==> config.mk <==
export PLATFORM = sky130hd
export DESIGN_NAME = mcs_microstep_standby
export DESIGN_NICKNAME = d
export VERILOG_FILES = /design/src/mcs_pkg.sv /design/src/mcs_microstep_standby.sv /design/src/mcs_phase_counter.sv
export SDC_FILE = /design/constraint.sdc
export NUM_CORES = 1
export LEC_CHECK = 0
export BUFFER_PORTS_ARGS = -buffer_cell sky130_fd_sc_hd__buf_2
export CORE_AREA = 2 2 173 175
export CTS_BUF_LIST = sky130_fd_sc_hd__clkbuf_4
export DETAILED_ROUTE_END_ITERATION = 6
export DIE_AREA = 0 0 175 177
export PLACE_DENSITY = 0.95
export SLEW_MARGIN = 10
export SYNTH_ARGS = -nofsm -noshare
export SYNTH_HDL_FRONTEND = slang
export SYNTH_HIERARCHICAL = 1
export SYNTH_SLANG_ARGS = --single-unit
==> constraint.sdc <==
create_clock -name clock -period 10.6 [get_ports clock]
set_input_delay 1.06 -clock clock [delete_from_list [all_inputs] [get_ports clock]]
set_output_delay 1.06 -clock clock [all_outputs]
set_load 0.02 [all_outputs]
==> src/mcs_pkg.sv <==
package mcs_pkg;

	// Microstep resolution codes as strapped on the two select pins
	typedef enum logic [1:0] {
		MRES_8 = 2'b00,
		MRES_32 = 2'b01,
		MRES_64 = 2'b10,
		MRES_16 = 2'b11
	} mcs_mres_t;

	// Phase increment per step pulse, 256 divided by the resolution
	localparam logic [9:0] STEP_INC_8 = 10'h020;
	localparam logic [9:0] STEP_INC_16 = 10'h010;
	localparam logic [9:0] STEP_INC_32 = 10'h008;
	localparam logic [9:0] STEP_INC_64 = 10'h004;
	// Low byte of the phase at every fullstep: 128, 384, 640, 896
	localparam logic [7:0] FULLSTEP_LSB = 8'h80;

	// Single-wire link framing and timing, counted in bit times except MIN_BIT_CLKS, which is in clocks
	localparam logic [3:0] SYNC_NIBBLE = 4'h5;
	localparam logic [7:0] SYNC_BYTE = 8'h05;
	localparam logic [7:0] SYNC_PRELOAD = 8'ha0;
	localparam logic [7:0] REPLY_ADDR = 8'hff;
	localparam logic [7:0] CRC_POLY = 8'h07;
	localparam logic [15:0] MIN_BIT_CLKS = 16'h0010;
	localparam logic [5:0] GAP_BITS = 6'h3f;
	localparam logic [5:0] RECOVER_BITS = 6'h0c;
	localparam logic [3:0] SEND_DELAY_BITS = 4'h8;

	// Link register map
	localparam logic [6:0] REG_CTRL = 7'h00;
	localparam logic [6:0] REG_WRCOUNT = 7'h01;
	localparam logic [6:0] REG_PHASE = 7'h02;
	localparam logic [6:0] REG_POSITION = 7'h03;
	// Control register: bit 0 overrides the select pins, bits 2:1 give the resolution
	localparam int CTRL_PIN_OFF = 0;
	localparam int CTRL_MRES_LSB = 1;
	localparam logic [2:0] CTRL_RST = 3'h0;

	typedef enum logic [2:0] {
		U_IDLE = 3'b000,
		U_SYNC = 3'b001,
		U_DATA = 3'b010,
		U_STOP = 3'b011,
		U_RECOVER = 3'b100,
		U_TXWAIT = 3'b101,
		U_TX = 3'b110
	} mcs_ustate_t;

	// One accepted register write
	typedef struct packed {
		logic valid;
		logic [6:0] addr;
		logic [31:0] data;
	} mcs_wr_t;

	typedef struct packed {
		logic stepQ;
		logic [9:0] phase;
		logic [31:0] pos;
		logic fullstep;
	} mcs_phase_t;

	typedef struct packed {
		mcs_ustate_t st;
		logic [15:0] bitClks;
		logic [17:0] cnt;
		logic falls;
		logic [3:0] bitIdx;
		logic [2:0] byteIdx;
		logic [5:0] gapBits;
		logic [7:0] rxByte;
		logic [55:0] frame;
		logic [7:0] crc;
		logic [63:0] tx;
		logic txBit;
		logic txOeN;
		logic lineQ;
		logic [6:0] rdAddr;
		mcs_wr_t wr;
		logic [7:0] wrCount;
		logic [2:0] ctrl;
	} mcs_link_t;

	localparam mcs_phase_t PHASE_RST = '{default: '0};
	localparam mcs_link_t LINK_RST = '{st: U_IDLE, txBit: 1'b1, txOeN: 1'b1, lineQ: 1'b1,
		ctrl: CTRL_RST, default: '0};

	// CRC over one byte, least significant bit first
	function automatic logic [7:0] crc8_byte(input logic [7:0] c, input logic [7:0] b);
		logic [7:0] r;
		r = c;
		for (int i = 0; i < 8; i++) begin
			if (r[7] ^ b[i]) begin
				r = {r[6:0], 1'b0} ^ CRC_POLY;
			end else begin
				r = {r[6:0], 1'b0};
			end
		end
		return r;
	endfunction

	// CRC over seven bytes, highest byte first as they go on the wire
	function automatic logic [7:0] crc8_frame(input logic [55:0] w);
		logic [7:0] c;
		c = 8'h00;
		for (int i = 6; i >= 0; i--) begin
			c = crc8_byte(c, w[i*8 +: 8]);
		end
		return c;
	endfunction

endpackage

==> src/mcs_microstep_standby.sv <==
module mcs_microstep_standby (
	// Clock and reset
	input wire logic clock,
	input wire logic rst,
	input wire logic clkEn,
	// Standby and power
	input wire logic standby,
	output logic regulatorOn,
	output logic unitsOn,
	// Step and direction pins
	input wire logic stepIn,
	input wire logic dirIn,
	input wire logic drive_enable_n,
	input wire logic [1:0] msSel,
	// Coil drive and position
	output logic coilDriveEn,
	output logic [9:0] microstep_phase_count,
	output logic fullstep,
	output logic [31:0] position,
	// Single-wire link pin
	input wire logic uartIn,
	output logic uartOut,
	output logic uartOeN,
	// Accepted register writes
	output mcs_pkg::mcs_wr_t cfgWrite
);

	mcs_pkg::mcs_link_t s_q;
	mcs_pkg::mcs_link_t s_d;
	mcs_pkg::mcs_phase_t ph;
	mcs_pkg::mcs_mres_t mres;
	logic [31:0] rdData;
	logic [15:0] bt;
	logic [15:0] meas;
	logic [3:0] nb;
	logic [7:0] curByte;
	logic [7:0] addrByte;
	logic [55:0] txWord;
	logic fall;
	logic isRead;

	// Abort the datagram and wait for the line to stay idle
	function automatic mcs_pkg::mcs_link_t to_recover(input mcs_pkg::mcs_link_t x);
		mcs_pkg::mcs_link_t r;
		r = x;
		r.st = mcs_pkg::U_RECOVER;
		r.cnt = '0;
		r.gapBits = '0;
		r.byteIdx = '0;
		r.crc = '0;
		return r;
	endfunction

	// Register bits override the straps only when software asks for it
	assign mres = s_q.ctrl[mcs_pkg::CTRL_PIN_OFF] ?
		mcs_pkg::mcs_mres_t'(s_q.ctrl[mcs_pkg::CTRL_MRES_LSB +: 2]) : mcs_pkg::mcs_mres_t'(msSel);

	mcs_phase_counter u_phase (
		.clock(clock),
		.rst(rst),
		.clkEn(clkEn),
		.clear(standby),
		.stepIn(stepIn),
		.dirIn(dirIn),
		.mres(mres),
		.phaseState(ph)
	);

	// Power state: the regulator and all units follow the standby pin directly
	assign regulatorOn = !standby;
	assign unitsOn = !standby;
	// Coils stay off in standby whatever the enable pin does
	assign coilDriveEn = !standby && !drive_enable_n;
	assign microstep_phase_count = ph.phase;
	assign fullstep = ph.fullstep;
	assign position = ph.pos;
	assign uartOut = s_q.txBit;
	assign uartOeN = s_q.txOeN;
	assign cfgWrite = s_q.wr;

	// Read mux, unmapped addresses answer zero
	always_comb begin
		unique case (s_q.rdAddr)
			mcs_pkg::REG_CTRL: rdData = {29'h00000000, s_q.ctrl};
			mcs_pkg::REG_WRCOUNT: rdData = {24'h000000, s_q.wrCount};
			mcs_pkg::REG_PHASE: rdData = {22'h000000, ph.phase};
			mcs_pkg::REG_POSITION: rdData = ph.pos;
			default: rdData = 32'h00000000;
		endcase
	end

	// Link sequencer: sync measure, receive, check, reply
	always_comb begin
		s_d = s_q;
		s_d.wr.valid = 1'b0;
		s_d.lineQ = uartIn;
		fall = s_q.lineQ && !uartIn;
		// Guard against an unmeasured bit time during recovery
		bt = (s_q.bitClks < mcs_pkg::MIN_BIT_CLKS) ? mcs_pkg::MIN_BIT_CLKS : s_q.bitClks;
		meas = 16'((s_q.cnt + 18'h00001) >> 2);
		nb = s_q.bitIdx + 4'h1;
		curByte = s_q.tx[63:56];
		isRead = (s_q.byteIdx == 3'h3) && !s_q.frame[7];
		addrByte = isRead ? s_q.frame[15:8] : s_q.frame[47:40];
		txWord = {mcs_pkg::SYNC_BYTE, mcs_pkg::REPLY_ADDR, 1'b0, s_q.rdAddr, rdData};
		unique case (s_q.st)
			mcs_pkg::U_IDLE: begin
				if (fall) begin
					s_d.gapBits = '0;
					if (s_q.byteIdx == 3'h0) begin
						s_d.st = mcs_pkg::U_SYNC;
						s_d.cnt = '0;
						s_d.falls = 1'b0;
					end else begin
						s_d.st = mcs_pkg::U_DATA;
						s_d.bitIdx = '0;
						s_d.cnt = 18'(bt) + 18'(bt >> 1) - 18'h00001;
					end
				end else if (s_q.byteIdx != 3'h0) begin
					// Pause between bytes of one datagram is bounded
					if (s_q.cnt == 18'(bt - 16'h0001)) begin
						s_d.cnt = '0;
						s_d.gapBits = s_q.gapBits + 6'h01;
						if (s_q.gapBits == mcs_pkg::GAP_BITS - 6'h01) begin
							s_d = to_recover(s_q);
						end
					end else begin
						s_d.cnt = s_q.cnt + 18'h00001;
					end
				end
			end
			mcs_pkg::U_SYNC: begin
				s_d.cnt = s_q.cnt + 18'h00001;
				if (fall) begin
					if (!s_q.falls) begin
						s_d.falls = 1'b1;
					end else if (meas < mcs_pkg::MIN_BIT_CLKS) begin
						s_d = to_recover(s_q); // Too short: a glitch, not a sync
					end else begin
						s_d.bitClks = meas;
						s_d.st = mcs_pkg::U_DATA;
						s_d.bitIdx = 4'h3;
						s_d.rxByte = mcs_pkg::SYNC_PRELOAD;
						s_d.cnt = 18'(meas >> 1) - 18'h00001;
					end
				end else if (&s_q.cnt) begin
					s_d = to_recover(s_q);
				end
			end
			mcs_pkg::U_DATA: begin
				if (s_q.cnt == '0) begin
					s_d.rxByte = {uartIn, s_q.rxByte[7:1]};
					s_d.cnt = 18'(bt - 16'h0001);
					if (s_q.bitIdx == 4'h7) begin
						s_d.st = mcs_pkg::U_STOP;
					end else begin
						s_d.bitIdx = nb;
					end
				end else begin
					s_d.cnt = s_q.cnt - 18'h00001;
				end
			end
			mcs_pkg::U_STOP: begin
				if (s_q.cnt != '0) begin
					s_d.cnt = s_q.cnt - 18'h00001;
				end else if (!uartIn) begin
					s_d = to_recover(s_q);
				end else begin
					s_d.st = mcs_pkg::U_IDLE;
					s_d.cnt = '0;
					if (s_q.byteIdx == 3'h0 && s_q.rxByte[3:0] != mcs_pkg::SYNC_NIBBLE) begin
						s_d = to_recover(s_q);
					end else if (isRead || s_q.byteIdx == 3'h7) begin
						s_d.byteIdx = '0;
						s_d.crc = '0;
						// Bad CRC or other slave address: drop and resynchronise
						if (s_q.rxByte != s_q.crc || addrByte != {6'h00, msSel}) begin
							s_d = to_recover(s_q);
						end else if (isRead) begin
							s_d.st = mcs_pkg::U_TXWAIT;
							s_d.rdAddr = s_q.frame[6:0];
							s_d.bitIdx = '0;
							s_d.cnt = 18'(bt - 16'h0001);
						end else begin
							s_d.wr = '{valid: 1'b1, addr: s_q.frame[38:32], data: s_q.frame[31:0]};
							s_d.wrCount = s_q.wrCount + 8'h01;
							if (s_q.frame[38:32] == mcs_pkg::REG_CTRL) begin
								s_d.ctrl = s_q.frame[2:0];
							end
						end
					end else begin
						s_d.frame = {s_q.frame[47:0], s_q.rxByte};
						s_d.crc = mcs_pkg::crc8_byte(s_q.crc, s_q.rxByte);
						s_d.byteIdx = s_q.byteIdx + 3'h1;
					end
				end
			end
			mcs_pkg::U_RECOVER: begin
				if (!uartIn) begin
					s_d.cnt = '0;
					s_d.gapBits = '0;
				end else if (s_q.cnt == 18'(bt - 16'h0001)) begin
					s_d.cnt = '0;
					s_d.gapBits = s_q.gapBits + 6'h01;
					if (s_q.gapBits == mcs_pkg::RECOVER_BITS - 6'h01) begin
						s_d.st = mcs_pkg::U_IDLE;
						s_d.gapBits = '0;
					end
				end else begin
					s_d.cnt = s_q.cnt + 18'h00001;
				end
			end
			mcs_pkg::U_TXWAIT: begin
				// Turnaround pause lets the controller release the line
				if (s_q.cnt != '0) begin
					s_d.cnt = s_q.cnt - 18'h00001;
				end else if (s_q.bitIdx == mcs_pkg::SEND_DELAY_BITS - 4'h1) begin
					s_d.tx = {txWord, mcs_pkg::crc8_frame(txWord)};
					s_d.st = mcs_pkg::U_TX;
					s_d.bitIdx = '0;
					s_d.byteIdx = '0;
					s_d.txOeN = 1'b0;
					s_d.txBit = 1'b0;
					s_d.cnt = 18'(bt - 16'h0001);
				end else begin
					s_d.bitIdx = nb;
					s_d.cnt = 18'(bt - 16'h0001);
				end
			end
			mcs_pkg::U_TX: begin
				if (s_q.cnt != '0) begin
					s_d.cnt = s_q.cnt - 18'h00001;
				end else begin
					s_d.cnt = 18'(bt - 16'h0001);
					if (s_q.bitIdx == 4'h9) begin
						if (s_q.byteIdx == 3'h7) begin
							s_d.st = mcs_pkg::U_IDLE;
							s_d.txOeN = 1'b1;
							s_d.txBit = 1'b1;
							s_d.byteIdx = '0;
							s_d.cnt = '0;
						end else begin
							s_d.tx = {s_q.tx[55:0], 8'h00};
							s_d.byteIdx = s_q.byteIdx + 3'h1;
							s_d.bitIdx = '0;
							s_d.txBit = 1'b0;
						end
					end else begin
						s_d.bitIdx = nb;
						s_d.txBit = (nb == 4'h9) ? 1'b1 : curByte[3'(nb - 4'h1)];
					end
				end
			end
			default: s_d = mcs_pkg::LINK_RST;
		endcase
		// Standby holds everything at its power-up value, so waking restores defaults
		if (standby) begin
			s_d = mcs_pkg::LINK_RST;
		end
	end

	always_ff @(posedge clock or posedge rst) begin
		if (rst) begin
			s_q <= mcs_pkg::LINK_RST;
		end else if (clkEn) begin
			s_q <= s_d;
		end
	end

endmodule

==> src/mcs_phase_counter.sv <==
module mcs_phase_counter (
	// Clock and reset
	input wire logic clock,
	input wire logic rst,
	input wire logic clkEn,
	// Standby clear
	input wire logic clear,
	// Step interface
	input wire logic stepIn,
	input wire logic dirIn,
	input wire mcs_pkg::mcs_mres_t mres,
	// Position
	output mcs_pkg::mcs_phase_t phaseState
);

	mcs_pkg::mcs_phase_t s_q;
	mcs_pkg::mcs_phase_t s_d;
	logic [9:0] inc;

	// Increment follows the live resolution
	always_comb begin
		unique case (mres)
			mcs_pkg::MRES_8: inc = mcs_pkg::STEP_INC_8;
			mcs_pkg::MRES_16: inc = mcs_pkg::STEP_INC_16;
			mcs_pkg::MRES_32: inc = mcs_pkg::STEP_INC_32;
			mcs_pkg::MRES_64: inc = mcs_pkg::STEP_INC_64;
		endcase
	end

	// Rising step edge moves phase and position; the 10-bit sum wraps by itself
	always_comb begin
		s_d = s_q;
		s_d.stepQ = stepIn;
		if (stepIn && !s_q.stepQ) begin
			if (!dirIn) begin
				s_d.phase = s_q.phase + inc;
				s_d.pos = s_q.pos + 32'h00000001;
			end else begin
				s_d.phase = s_q.phase - inc;
				s_d.pos = s_q.pos - 32'h00000001;
			end
		end
		s_d.fullstep = (s_d.phase[7:0] == mcs_pkg::FULLSTEP_LSB);
		if (clear) begin
			s_d = mcs_pkg::PHASE_RST;
		end
	end

	// Power-up starts from phase and position zero
	always_ff @(posedge clock or posedge rst) begin
		if (rst) begin
			s_q <= mcs_pkg::PHASE_RST;
		end else if (clkEn) begin
			s_q <= s_d;
		end
	end

	assign phaseState = s_q;

endmodule

-- Yosys cells after proc, flatten, opt, wreduce, memory -nomap -nowiden
Cells that the tools add are included.
- word-level logic and storage cells: 647
- bits of input ports: 10
- output and inout bits: 88
- register bits after elaboration: 284
- equality and inequality tests: 79
- $lt $le $gt $ge: 3
- $add $sub $neg: 15
- mux-type cells: 371
- bitwise gates (word level): 110
- reduce and logical (&&, ||, !) cells: 44
- operators with widths (cell ; number):
    two-way mux 248 bit ; 7
    two-way mux 8 bit ; 203
    two-way mux 211 bit ; 2
    case mux 66 bit (6 select lines) ; 1
    case mux 64 bit (4 select lines) ; 1
    two-way mux 3 bit ; 82
    case mux 59 bit (4 select lines) ; 1
    two-way mux 18 bit ; 12
    two-way mux 210 bit ; 1
    two-way mux 66 bit ; 3
    two-way mux 197 bit ; 1
    two-way mux 64 bit ; 3
    NOT 3 bit ; 63
    two-way mux 145 bit ; 1
    two-way mux 133 bit ; 1
    case mux 32 bit (4 select lines) ; 1
    two-way mux 42 bit ; 3
    case mux 18 bit (7 select lines) ; 1
    two-way mux 125 bit ; 1
    inequality test 3 bit, second input constant ; 31
    two-way mux 37 bit ; 2
    case mux 16 bit (4 select lines) ; 1
    two-way mux 58 bit ; 1
    two-way mux 51 bit ; 1
    other kinds (80) ; 198

-- Depth between registers and ports, before layout
Gate-level depths: netlist of the first run.
- depth in word-level cells: 280
- gate-level depth with buffers: 20
- gate-level depth less buffers: 20

-- By module
Netlist of the first run, hierarchy kept.
- modules (own cells, without submodules) (module ; area each (µm²) ; times used ; cells each ; sequential area each (µm²)):
    mcs_microstep_standby ; 16424.5 ; 1 ; 1975 ; 6009.5
    mcs_phase_counter ; 3639.7 ; 1 ; 420 ; 1051.0

-- Worst setup path after synthesis of the first run
Ideal clock, no wire load.
- path kind: reg-to-reg
- start point: register s_q[243] (netlist bit)
- end point: register s_q[202] (netlist bit)
- buffers on the path: 0
- stages on the path, launching flop included: 17
- data arrival time: 4290 ps
- setup time: 69 ps
- slack: 6241 ps
- period minus slack after synthesis: 4359 ps
- required time: 10531 ps
- cells stage by stage: dfrtp_1 > inv_1 > ha_1 > nor4b_4 > nand3_1 > nand2_1 > ha_1 > nand2_1 > or3b_1 > xnor2_2 > xor2_1 > nand4_1 > or4_4 > a2111oi_4 > o221ai_2 > or4_1 > nand3_1
- word-level cells in the longest chain between the ends: 6
- elaborated cells on any way between the ends: 7
- classes of those cells: 1 x add/sub; 1 x order compare; 3 x eq/ne; 1 x mux; 1 x reduce/logical
- RTL lines (what ; RTL line ; source):
    start: declaration ; mcs_microstep_standby.sv:28 ; mcs_pkg::mcs_link_t s_q;
    start signal: assignment ; mcs_microstep_standby.sv:264 ; s_q <= mcs_pkg::LINK_RST;
    less-than comparator 16 x 5 -> 1 bit ; mcs_microstep_standby.sv:99 ; bt = (s_q.bitClks < mcs_pkg::MIN_BIT_CLKS) ? mcs_pkg::MIN_BIT_CLKS : s_q.bitClks;
    two-way mux 16 bit (*) ; mcs_microstep_standby.sv:99 ;
    subtractor 16 x 1 -> 17 bit (*) ; mcs_microstep_standby.sv:121, mcs_microstep_standby.sv:202 ;
    equality test 18 bit (*) ; mcs_microstep_standby.sv:121, mcs_microstep_standby.sv:202 ;
    inequality test 4 bit (no source line) ; -- ;
    AND reduction 11 bit (no source line) (*) ; -- ;
Mark *: on every way between the ends. The rest lies on a longest branch, timed or not.
A chain may end at the register's enable or synchronous reset.

-- Worst setup path in the final report of the first run
- start point: register s_q[243] (netlist bit)
- end point: register s_q[211] (netlist bit)
- word-level cells in the longest chain between the ends: 11
- elaborated cells on any way between the ends: 25
- classes of those cells: 3 x add/sub; 1 x order compare; 1 x eq/ne; 20 x mux
- RTL lines (what ; RTL line ; source):
    less-than comparator 16 x 5 -> 1 bit ; mcs_microstep_standby.sv:99 ;
    two-way mux 16 bit (*) ; mcs_microstep_standby.sv:99 ;
    branches (longest 7 deep; another with subtractor 17 x 1 -> 18 bit) ; -- ;
    case mux 18 bit (7 select lines) (*) ; mcs_microstep_standby.sv:106 ; unique case (s_q.st)
    two-way mux 248 bit (*) ; mcs_microstep_standby.sv:257 ; if (standby) begin
Every way passes the cells marked *. The select of a mux whose other input is x is not followed.

==> flow_results.org, run 1 <==
** Run status
- The flow ran to the end, and the final reports show no timing, DRC or antenna violations.

** Critical path
- Walking the worst path, the cells encountered are inv_1, ha_1, nor4b_4, nand3_1, nand2_1, ha_1, inv_1, o21ai_0, nand3_1, a31oi_1, xnor3_1, nand2_1, or4_4, a2111oi_4, o21ai_1, o211ai_1, o221ai_1.
- Stage delay of the slowest cell on the critical path :: 0.87 ns
- STA classifies the critical path startpoint as a register.
- Along the worst path, the maximum fanout reaches 14.
- The kind of cell with the highest combined delay along the critical path is compound AO/OA/AOI/OAI gates.
- Data on the critical path arrives at its endpoint at 6.22 ns.
- STA puts the critical path data required time at 11.16 ns.
- Type of the worst setup path :: reg2reg
- Slowest library cell on the worst path :: sky130_fd_sc_hd__a2111oi_4
- STA classifies the critical path endpoint as a register.
- Critical path buffer and inverter count :: 2

** Timing
- Period utilization :: 53.3%
- The final number of max-transition violations is 0.
- On the final layout, the worst clock skew is 0.0895 ns.
- Final critical path time including I/O delays and setup :: 5.65 ns
- Number of hold violations in the final report :: 0
- In the final timing run, aggregate negative setup slack is 0 ns.
- For the pin with the worst max-slew slack, the measured transition is 1.35 ns.
- Final-report setup violation count :: 0
- Setup repair after global routing left no endpoint under its margin.
- Measured against its own limit, the worst slew margin works out to 9.28%.
- Timing-limited maximum frequency :: 0.177 GHz
- Final hold analysis gives a worst-case slack of 0.437 ns.

** Placement
- During placement, the flow inserted port buffers numbering 95.
- Total half-perimeter wirelength after legalization and detailed placement :: 41000 µm
- Gp weighted congestion :: 0.942

** Synth
- After technology mapping, the gate count stands at 2395.
- The cell area that synthesis handed to floorplanning was 0.0201 mm².
- Synth warnings :: 6
- Cell variety after synth :: 93
- The most used flip-flop cell after synthesis is sky130_fd_sc_hd__dfrtp_1.
- Count of flip-flops with a built-in enable after synthesis :: 0
- The average instance in the mapped netlist occupies 8.38 µm².
- Synth async-reset ratio :: 100%
- Portion of the post-synthesis area used by sequential elements :: 35.2%
- Counting flops and latches in the post-synthesis netlist gives 282.

** Floorplanning
- For this configuration, the core starts out at a cell density of 68.6%.
- The floorplan step set the die height to 177 µm.
- The die covers 0.0310 mm².
- Width of the chip :: 175 µm
- Area of the core :: 0.0292 mm²
- Number of top-level design ports :: 98
- After floorplanning, the core was divided into 63 placement rows.

** Cells and area
- Counting the fill cells in the layout gives 2024.
- Combined area of the multi-input logic cells :: 0.0119 mm²
- The sequential cells in the finished layout cover a total of 0.00706 mm².
- The library cells used most frequently in the layout, excluding fill and tap cells, are 389 x sky130_fd_sc_hd__nand2_1, 279 x sky130_fd_sc_hd__dfrtp_1, 178 x sky130_fd_sc_hd__o21ai_0.
- Final net count :: 2546
- Leaving out fill and tap cells, the most frequent cell in the layout is sky130_fd_sc_hd__nand2_1.
- Layout cell share with drive strength beyond 1 :: 12.3%
- Relative to the synthesized area, the layout overhead comes to 6.77%.

** Drt
- Dividing the detail-routed via count by the number of cells gives 6.70.
- Routed length per instance :: 21.1 µm
- Across all layers, the routed design uses 19200 vias.
- The detail route stage leaves a number of antenna-violating nets equal to 0.
- Pre-Repair DR Iteration Count :: 6
- Starting DRT DRC Count :: 2531
- The final layout contains routed wiring with a total length of 60400 µm.
- Post-route DRC violation count :: 0

** Clock network
- Total setup buffers inserted after CTS :: 0
- Source-to-sink clock delay at the later pin of the worst-skew pair :: 0.79 ns
- Counting the buffers created by CTS gives 76.
- Post-CTS repair changed the size of 0 cells.
- The H-tree was split into 3 levels.
- Clock tree from TritonCTS :: yes
- Maximum root-to-sink buffer count :: 3
- Sink Count :: 282
- Hold-fix buffers at CTS :: 0
- Clk Tree Root Cell :: sky130_fd_sc_hd__clkbuf_4
- Clock-pin slew on the worst setup and hold paths :: 0.09 ns

** Run
- The tool flagged a number of max-cap violations equal to 0.

** Global route
- Initial antenna violation count :: 1
- First-pass GRT wire length :: 97100 µm
- Number of global-route vias before repair :: 18800
- Global routing consumed, over all layers together, 39.1% of the routing resources.
- For this run the aggregate overflow at the end of global routing stands at 0.
- Entering global routing, the biggest net connects 119 pins.

** Power
- Across the VDD grid, the largest voltage drop is 0.104 mV.
- Power density normalized to cell area :: 149 mW/mm²
- In this run the static leakage power is 9.73 nW.

** Worst hold path
- The min-delay analysis places its worst path in the category in2async.
-- metal layers --
layer / part of all wire [%] / up-vias / GRT usage, %
met1: 37 / 8984 / 49.2
met2: 46 / 1399 / 62.6
met3: 11 / 349 / 8.96
met5: 0 / - / 0
li1: - / 8483 / -
met4: 5.8 / 0 / 21.8
-- per-stage QoR --
stage / setup WS [ns] / utilization [%] / area (µm²) / total power [W] / instances
detailed placement: 5.02 / 70.0 / 20500 / 0.00218 / 2738
finish: 4.95 / 73.3 / 21400 / 0.00319 / 2867
CTS: 5.02 / 73.2 / 21400 / 0.00315 / 2866
global route: 4.48 / 73.3 / 21400 / 0.00333 / 2867
global placement: 5.10 / 70.0 / 20500 / 0.00216 / 2738
floorplan: 2.96 / - / 20100 / 0.00192 / 2396
-- report_power, final --
part	total [W]	switching [W]	internal, W	leakage [nW]
Sequential	0.00125	0.000120	0.00113	3.84
Clock	0.000983	0.000501	0.000482	0.556
Combinational	0.000958	0.000621	0.000337	5.33
-- layout make-up --
class,instances,area share [%]
Timing Repair Buffer,114,2.89
Tap cell,390,2.28
Sequential cell,282,33.0
Clock inverter,18,0.526
Clock buffer,110,3.85
Antenna cell,1,0.0117
Multi-Input combinational cell,1847,55.6
Inverter,105,1.87
-- cells in the mapped netlist (18+ instances only) --
master	n	area, µm²
sky130_fd_sc_hd__nand2_1	389	1460
sky130_fd_sc_hd__dfrtp_1	279	6980
sky130_fd_sc_hd__o21ai_0	179	896
sky130_fd_sc_hd__nor2_1	177	664
sky130_fd_sc_hd__xnor2_1	163	1430
sky130_fd_sc_hd__a21oi_1	111	556
sky130_fd_sc_hd__nand3_1	110	551
sky130_fd_sc_hd__ha_1	107	1340
sky130_fd_sc_hd__clkbuf_1	106	398
sky130_fd_sc_hd__inv_1	103	387
sky130_fd_sc_hd__xor2_1	67	587
sky130_fd_sc_hd__a221oi_1	44	385
sky130_fd_sc_hd__buf_4	43	323
sky130_fd_sc_hd__nor3_1	41	205
sky130_fd_sc_hd__o31ai_1	40	300
sky130_fd_sc_hd__a21o_1	22	165
sky130_fd_sc_hd__a31oi_1	22	138
sky130_fd_sc_hd__mux2_2	18	203
sky130_fd_sc_hd__nand2b_1	18	113
sky130_fd_sc_hd__nand4_1	18	113
-- sequential cells by signal (all words and copies together), names as in the netlist --
name and flops:
curByte 8, uartOut 1, s_q 190, cfgWrite 40, u_phase/phaseState 42, uartOeN 1
-- worst reg2reg max path, stage by stage (launching register included) --
cell,delay [ns]
sky130_fd_sc_hd__dfrtp_1,0.42
sky130_fd_sc_hd__inv_1,0.14
sky130_fd_sc_hd__ha_1,0.22
sky130_fd_sc_hd__nor4b_4,0.33
sky130_fd_sc_hd__nand3_1,0.32
sky130_fd_sc_hd__nand2_1,0.31
sky130_fd_sc_hd__ha_1,0.21
sky130_fd_sc_hd__inv_1,0.06
sky130_fd_sc_hd__o21ai_0,0.25
sky130_fd_sc_hd__nand3_1,0.24
sky130_fd_sc_hd__a31oi_1,0.41
sky130_fd_sc_hd__xnor3_1,0.19
sky130_fd_sc_hd__nand2_1,0.06
sky130_fd_sc_hd__or4_4,0.56
sky130_fd_sc_hd__a2111oi_4,0.87
sky130_fd_sc_hd__o21ai_1,0.47
sky130_fd_sc_hd__o211ai_1,0.30
sky130_fd_sc_hd__o221ai_1,0.14
-- logic make-up (layout without fill, tap and decap cells) --
logic type               Yosys count  in the layout  share of synthesized area [%]
AND/OR/NAND/NOR                  870            870                           19.8
other                              1              3                         0.0187
adder cells (fa/ha/maj)          110            110                           6.97
flip-flops                       282            282                           35.2
buffers and inverters            267            347                           5.83
multiplexers                      37             37                           2.08
AO/OA/AOI/OAI                    593            593                           19.5
XOR/XNOR                         235            235                           10.6
-- worst paths after layout --
path	cells after the start	end	slack (ns)	startpoint
setup reg to reg	17	s_q[211]	4.95	s_q[243]
hold reg to reg	2	cfgWrite[16]	0.46	cfgWrite[16]
hold / removal	2	s_q[6]	0.44	rst
min in group clock	2	cfgWrite[16]	0.46	cfgWrite[16]
setup / recovery	17	s_q[211]	4.95	s_q[243]
max in group asynchronous	4	s_q[237]	7.91	rst
(Power assumes the default switching activity.)
==> run 2: changes to the inputs <==
Settings changed: CORE_AREA 2 2 173 175 to 2 2 179 181, DIE_AREA 0 0 175 177 to 0 0 181 183, PLACE_DENSITY 0.95 to 0.93.
Clock period 10.6 ns to 5.4 ns, I/O delays scaled along.
==> run 2 against run 1 <==
Core utilization fell by 4.2 points. Die area is 6.9% higher. Clock skew rose by 0.0087 ns. Sequential cell count unchanged. Largest cell class unchanged. Via count is 1.4% lower. First-iteration DRC count shrank 9.1%. Critical path type unchanged. Setup slack worse by 4.6 ns. Register-to-register slack got worse by 4.6 ns. Global-route usage is 3.9 points lower.
==> flow_results.org, run 2 (synthesis gave the netlist of run 1 again) <==
** Timing
- The worst hold slack after final layout is 0.0617 ns (-0.375 ns).
- Relative slew slack :: 22.4% (+13 points)
- Max-slew violation count :: 0 (unchanged)
- The timing-limited maximum frequency was 0.200 GHz (+13%).
- Clock Skew :: 0.0983 ns (+0.00874 ns)
- The final hold violation count came to 0 (unchanged).
- RSZ-0062 raised after global routing :: false
- The slew at the pin with the worst max-slew slack came to 1.16 ns (-0.191 ns).
- Fin Setup TNS :: 0 ns (unchanged)
- Final critical path time including I/O delays and setup :: 5.01 ns (-0.648 ns)
- Final-report setup violation count :: 0 (unchanged)
- The ratio of final minimum period to clock period is 92.7% (+39 points).

** Clock network
- Clock tree from TritonCTS :: yes
- The largest buffer count on any clock path was 3 (unchanged).
- The clock-pin slew reported for the worst setup and hold paths after clock tree synthesis came to 0.08 ns (about the same).
- Sink Count :: 282 (unchanged)
- Number of H-tree levels :: 3 (unchanged)
- The root buffer cell chosen for the clock tree is sky130_fd_sc_hd__clkbuf_4.
- Number of clock buffers inserted by TritonCTS :: 76 (unchanged)
- The insertion delay to the later sink of the worst-skew pair came to 0.78 ns (about the same).

** Floorplanning
- The die footprint came to 0.0331 mm² (+6.9%).
- The area of the placeable core is 0.0312 mm² (+6.8%).
- Effective utilization at floorplan :: 64.2% (-4.4 points)
- Die H :: 183 µm (+3.4%)
- The floorplan row count was 65 (+3.2%).
- Number of top-level design ports :: 98 (unchanged)
- Width of the chip :: 181 µm (+3.4%)

** Global route
- Number of global-route vias before repair :: 18200 (-2.8%)
- Largest net degree at the start of global routing :: 177 (+49%)
- First-pass GRT wire length :: 94500 µm (-2.7%)
- Global route overflow :: 0 (unchanged)
- Global Route Usage Sum :: 35.2% (-3.9 points)
- Initial antenna violation count :: 2 (+1)

** Drt
- Number of routed nets with antenna violations :: 0 (unchanged)
- The via density per instance came to 6.54 (-2.4%).
- Total wire length :: 58400 µm (-3.3%)
- The detailed-route wire length per cell came to 20.2 µm (-4.2%).
- Vias after detailed routing :: 18900 (-1.4%)
- Starting DRT DRC Count :: 2301 (-9.1%)
- The iteration count of the initial detailed-routing pass is 6 (unchanged).
- The final routed DRC violation total came to 0 (unchanged).

** Power
- Max VDD drop :: 0.253 mV (+140%)
- Static leakage power :: 9.81 nW (+0.90%)
- The cell area power density is 289 mW/mm² (+94%).
- Total Power Consumption :: 0.00624 W (+95%)

** Cells and area
- Number of flip-flops under the largest register name :: 190 (unchanged)
- Layout cell share with drive strength beyond 1 :: 12.9% (+0.61 points)
- Counting flops per register, the top entry is s_q.
- Most frequent standard cell in the layout excluding fill and tap cells :: sky130_fd_sc_hd__nand2_1
- Area added between synthesis and finish :: 7.53%
- Final net count :: 2564 (+0.71%)
- The filler cell count in the final layout is 2292 (+13%).
- Leaving out fill and tap cells, the most frequent cells in the layout are 388 x sky130_fd_sc_hd__nand2_1, 279 x sky130_fd_sc_hd__dfrtp_1, 178 x sky130_fd_sc_hd__o21ai_0.

** Placement
- The number of I/O port buffers was 95 (unchanged).
- The HPWL reported at the end of detailed placement is 40800 µm (-0.56%).
- The final RePlAce weighted congestion is 0.969 (+2.9%).

** Critical path
- The worst setup path is launched from a register.
- Worst R2R Setup Slack :: 0.39 ns (-4.55 ns)
- FF-to-FF Start :: s_q[243]
- Arrival time at the worst endpoint :: 5.68 ns (-0.54 ns)
- Register-to-Register Path Depth :: 18 (+1)
- The required time reported for the critical path endpoint was 6.07 ns (-5.09 ns).
- The biggest fanout along the worst timing path came to 14 (unchanged).
- R2R Path End :: s_q[203]
- By startpoint and endpoint, the worst setup path is classified as reg2reg.
- STA classifies the critical path endpoint as a register.

** Worst hold path
- Path class of the lowest-slack min-delay path :: in2reg
- The path with the worst hold slack has its endpoint at u_phase/phaseState[43].
- The worst hold path begins at stepIn.
- Number of stages on the worst hold path :: 3

** Run status
- The flow ran to the end, and the final reports show no timing, DRC or antenna violations.

** Run
- The count of maximum capacitance violations is 0 (unchanged).
-- run 2: changes by cell type in the layout (fill, tap and decap cells not counted), moves of 2 or more --
| cell | delta |
|---|---|
| sky130_fd_sc_hd__diode_2 | +2 |
| sky130_fd_sc_hd__nand3_1 | -2 |
| sky130_fd_sc_hd__inv_8 | -2 |
| sky130_fd_sc_hd__clkinv_4 | -2 |
| sky130_fd_sc_hd__nand3_2 | +2 |
| sky130_fd_sc_hd__clkbuf_4 | -3 |
| sky130_fd_sc_hd__buf_4 | +16 |
| sky130_fd_sc_hd__inv_2 | +2 |
-- run 2: worst max path at each step --
stage | from | end | slack, ns | depth (start not counted)
finish | s_q[243] | s_q[203] | 0.39 | 18
global route | s_q[243] | s_q[203] | 0.07 | 18
CTS | s_q[243] | s_q[203] | 0.22 | 18
detailed placement | s_q[243] | s_q[204] | 0.26 | 18
global placement | s_q[243] | s_q[202] | 0.41 | 18
floorplan | s_q[243] | s_q[202] | 1.04 | 16
-- run 2: area by class of cell --
cell class	instances	area (µm²)	area share [%]
multi-input cells	1847	11900	55.2
well taps	402	503	2.33
clock inverters	18	115	0.534
diodes	3	7.51	0.0348
inverters	105	398	1.84
flip-flops and latches	282	7060	32.7
clock buffers	107	803	3.72
repair buffers	132	768	3.56
-- run 2: power by group --
| group | internal [W] | switching [W] | leakage [nW] | total [W] |
|---|---|---|---|---|
| Clock | 0.000961 | 0.000937 | 0.551 | 0.00190 |
| Sequential | 0.00222 | 0.000221 | 3.84 | 0.00244 |
| Combinational | 0.000681 | 0.00122 | 5.42 | 0.00190 |
| Total | 0.00386 | 0.00237 | 9.81 | 0.00624 |
-- run 2: critical path, stage by stage, from the launching register on --
cell and delay (ns):
sky130_fd_sc_hd__dfrtp_1 0.41, sky130_fd_sc_hd__inv_1 0.14, sky130_fd_sc_hd__ha_1 0.23, sky130_fd_sc_hd__nor4b_4 0.32, sky130_fd_sc_hd__nand3_2 0.23, sky130_fd_sc_hd__nand2_1 0.21, sky130_fd_sc_hd__ha_1 0.23, sky130_fd_sc_hd__nor2b_1 0.07
sky130_fd_sc_hd__o21ai_0 0.29, sky130_fd_sc_hd__nand3_2 0.20, sky130_fd_sc_hd__xnor3_1 0.21, sky130_fd_sc_hd__nor4_1 0.30, sky130_fd_sc_hd__o2111ai_1 0.16, sky130_fd_sc_hd__or4_4 0.47, sky130_fd_sc_hd__a2111oi_4 0.32, sky130_fd_sc_hd__buf_4 0.27
sky130_fd_sc_hd__a31o_2 0.27, sky130_fd_sc_hd__o211ai_1 0.23, sky130_fd_sc_hd__mux2_2 0.37
-- run 2: repair_timing --
item	4_1_cts	5_1_grt
resized for setup	0	5
setup buffers	0	2
hold buffers	1	0
hold endpoints to repair	34	0
endpoints found under the setup margin	0	24
-- run 2: stage by stage --
step	std cells	util [%]	worst slack, ns	area (µm²)
final	2896	69.1	0.393	21600
after global routing	2895	69.1	0.0710	21600
after CTS	2891	69.0	0.218	21500
after detailed placement	2765	66.0	0.263	20600
after global placement	2765	66.0	0.415	20600
after floorplan	2396	-	1.04	20100
-- run 2: per-layer routing --
layer	vias to the layer above	GRT usage [%]	wire [µm]
met4	0	17.0	2570
met2	1089	57.1	27400
li1	8502	-	-
met5	-	0	0
met1	9122	45.1	23000
met3	231	7.72	5510
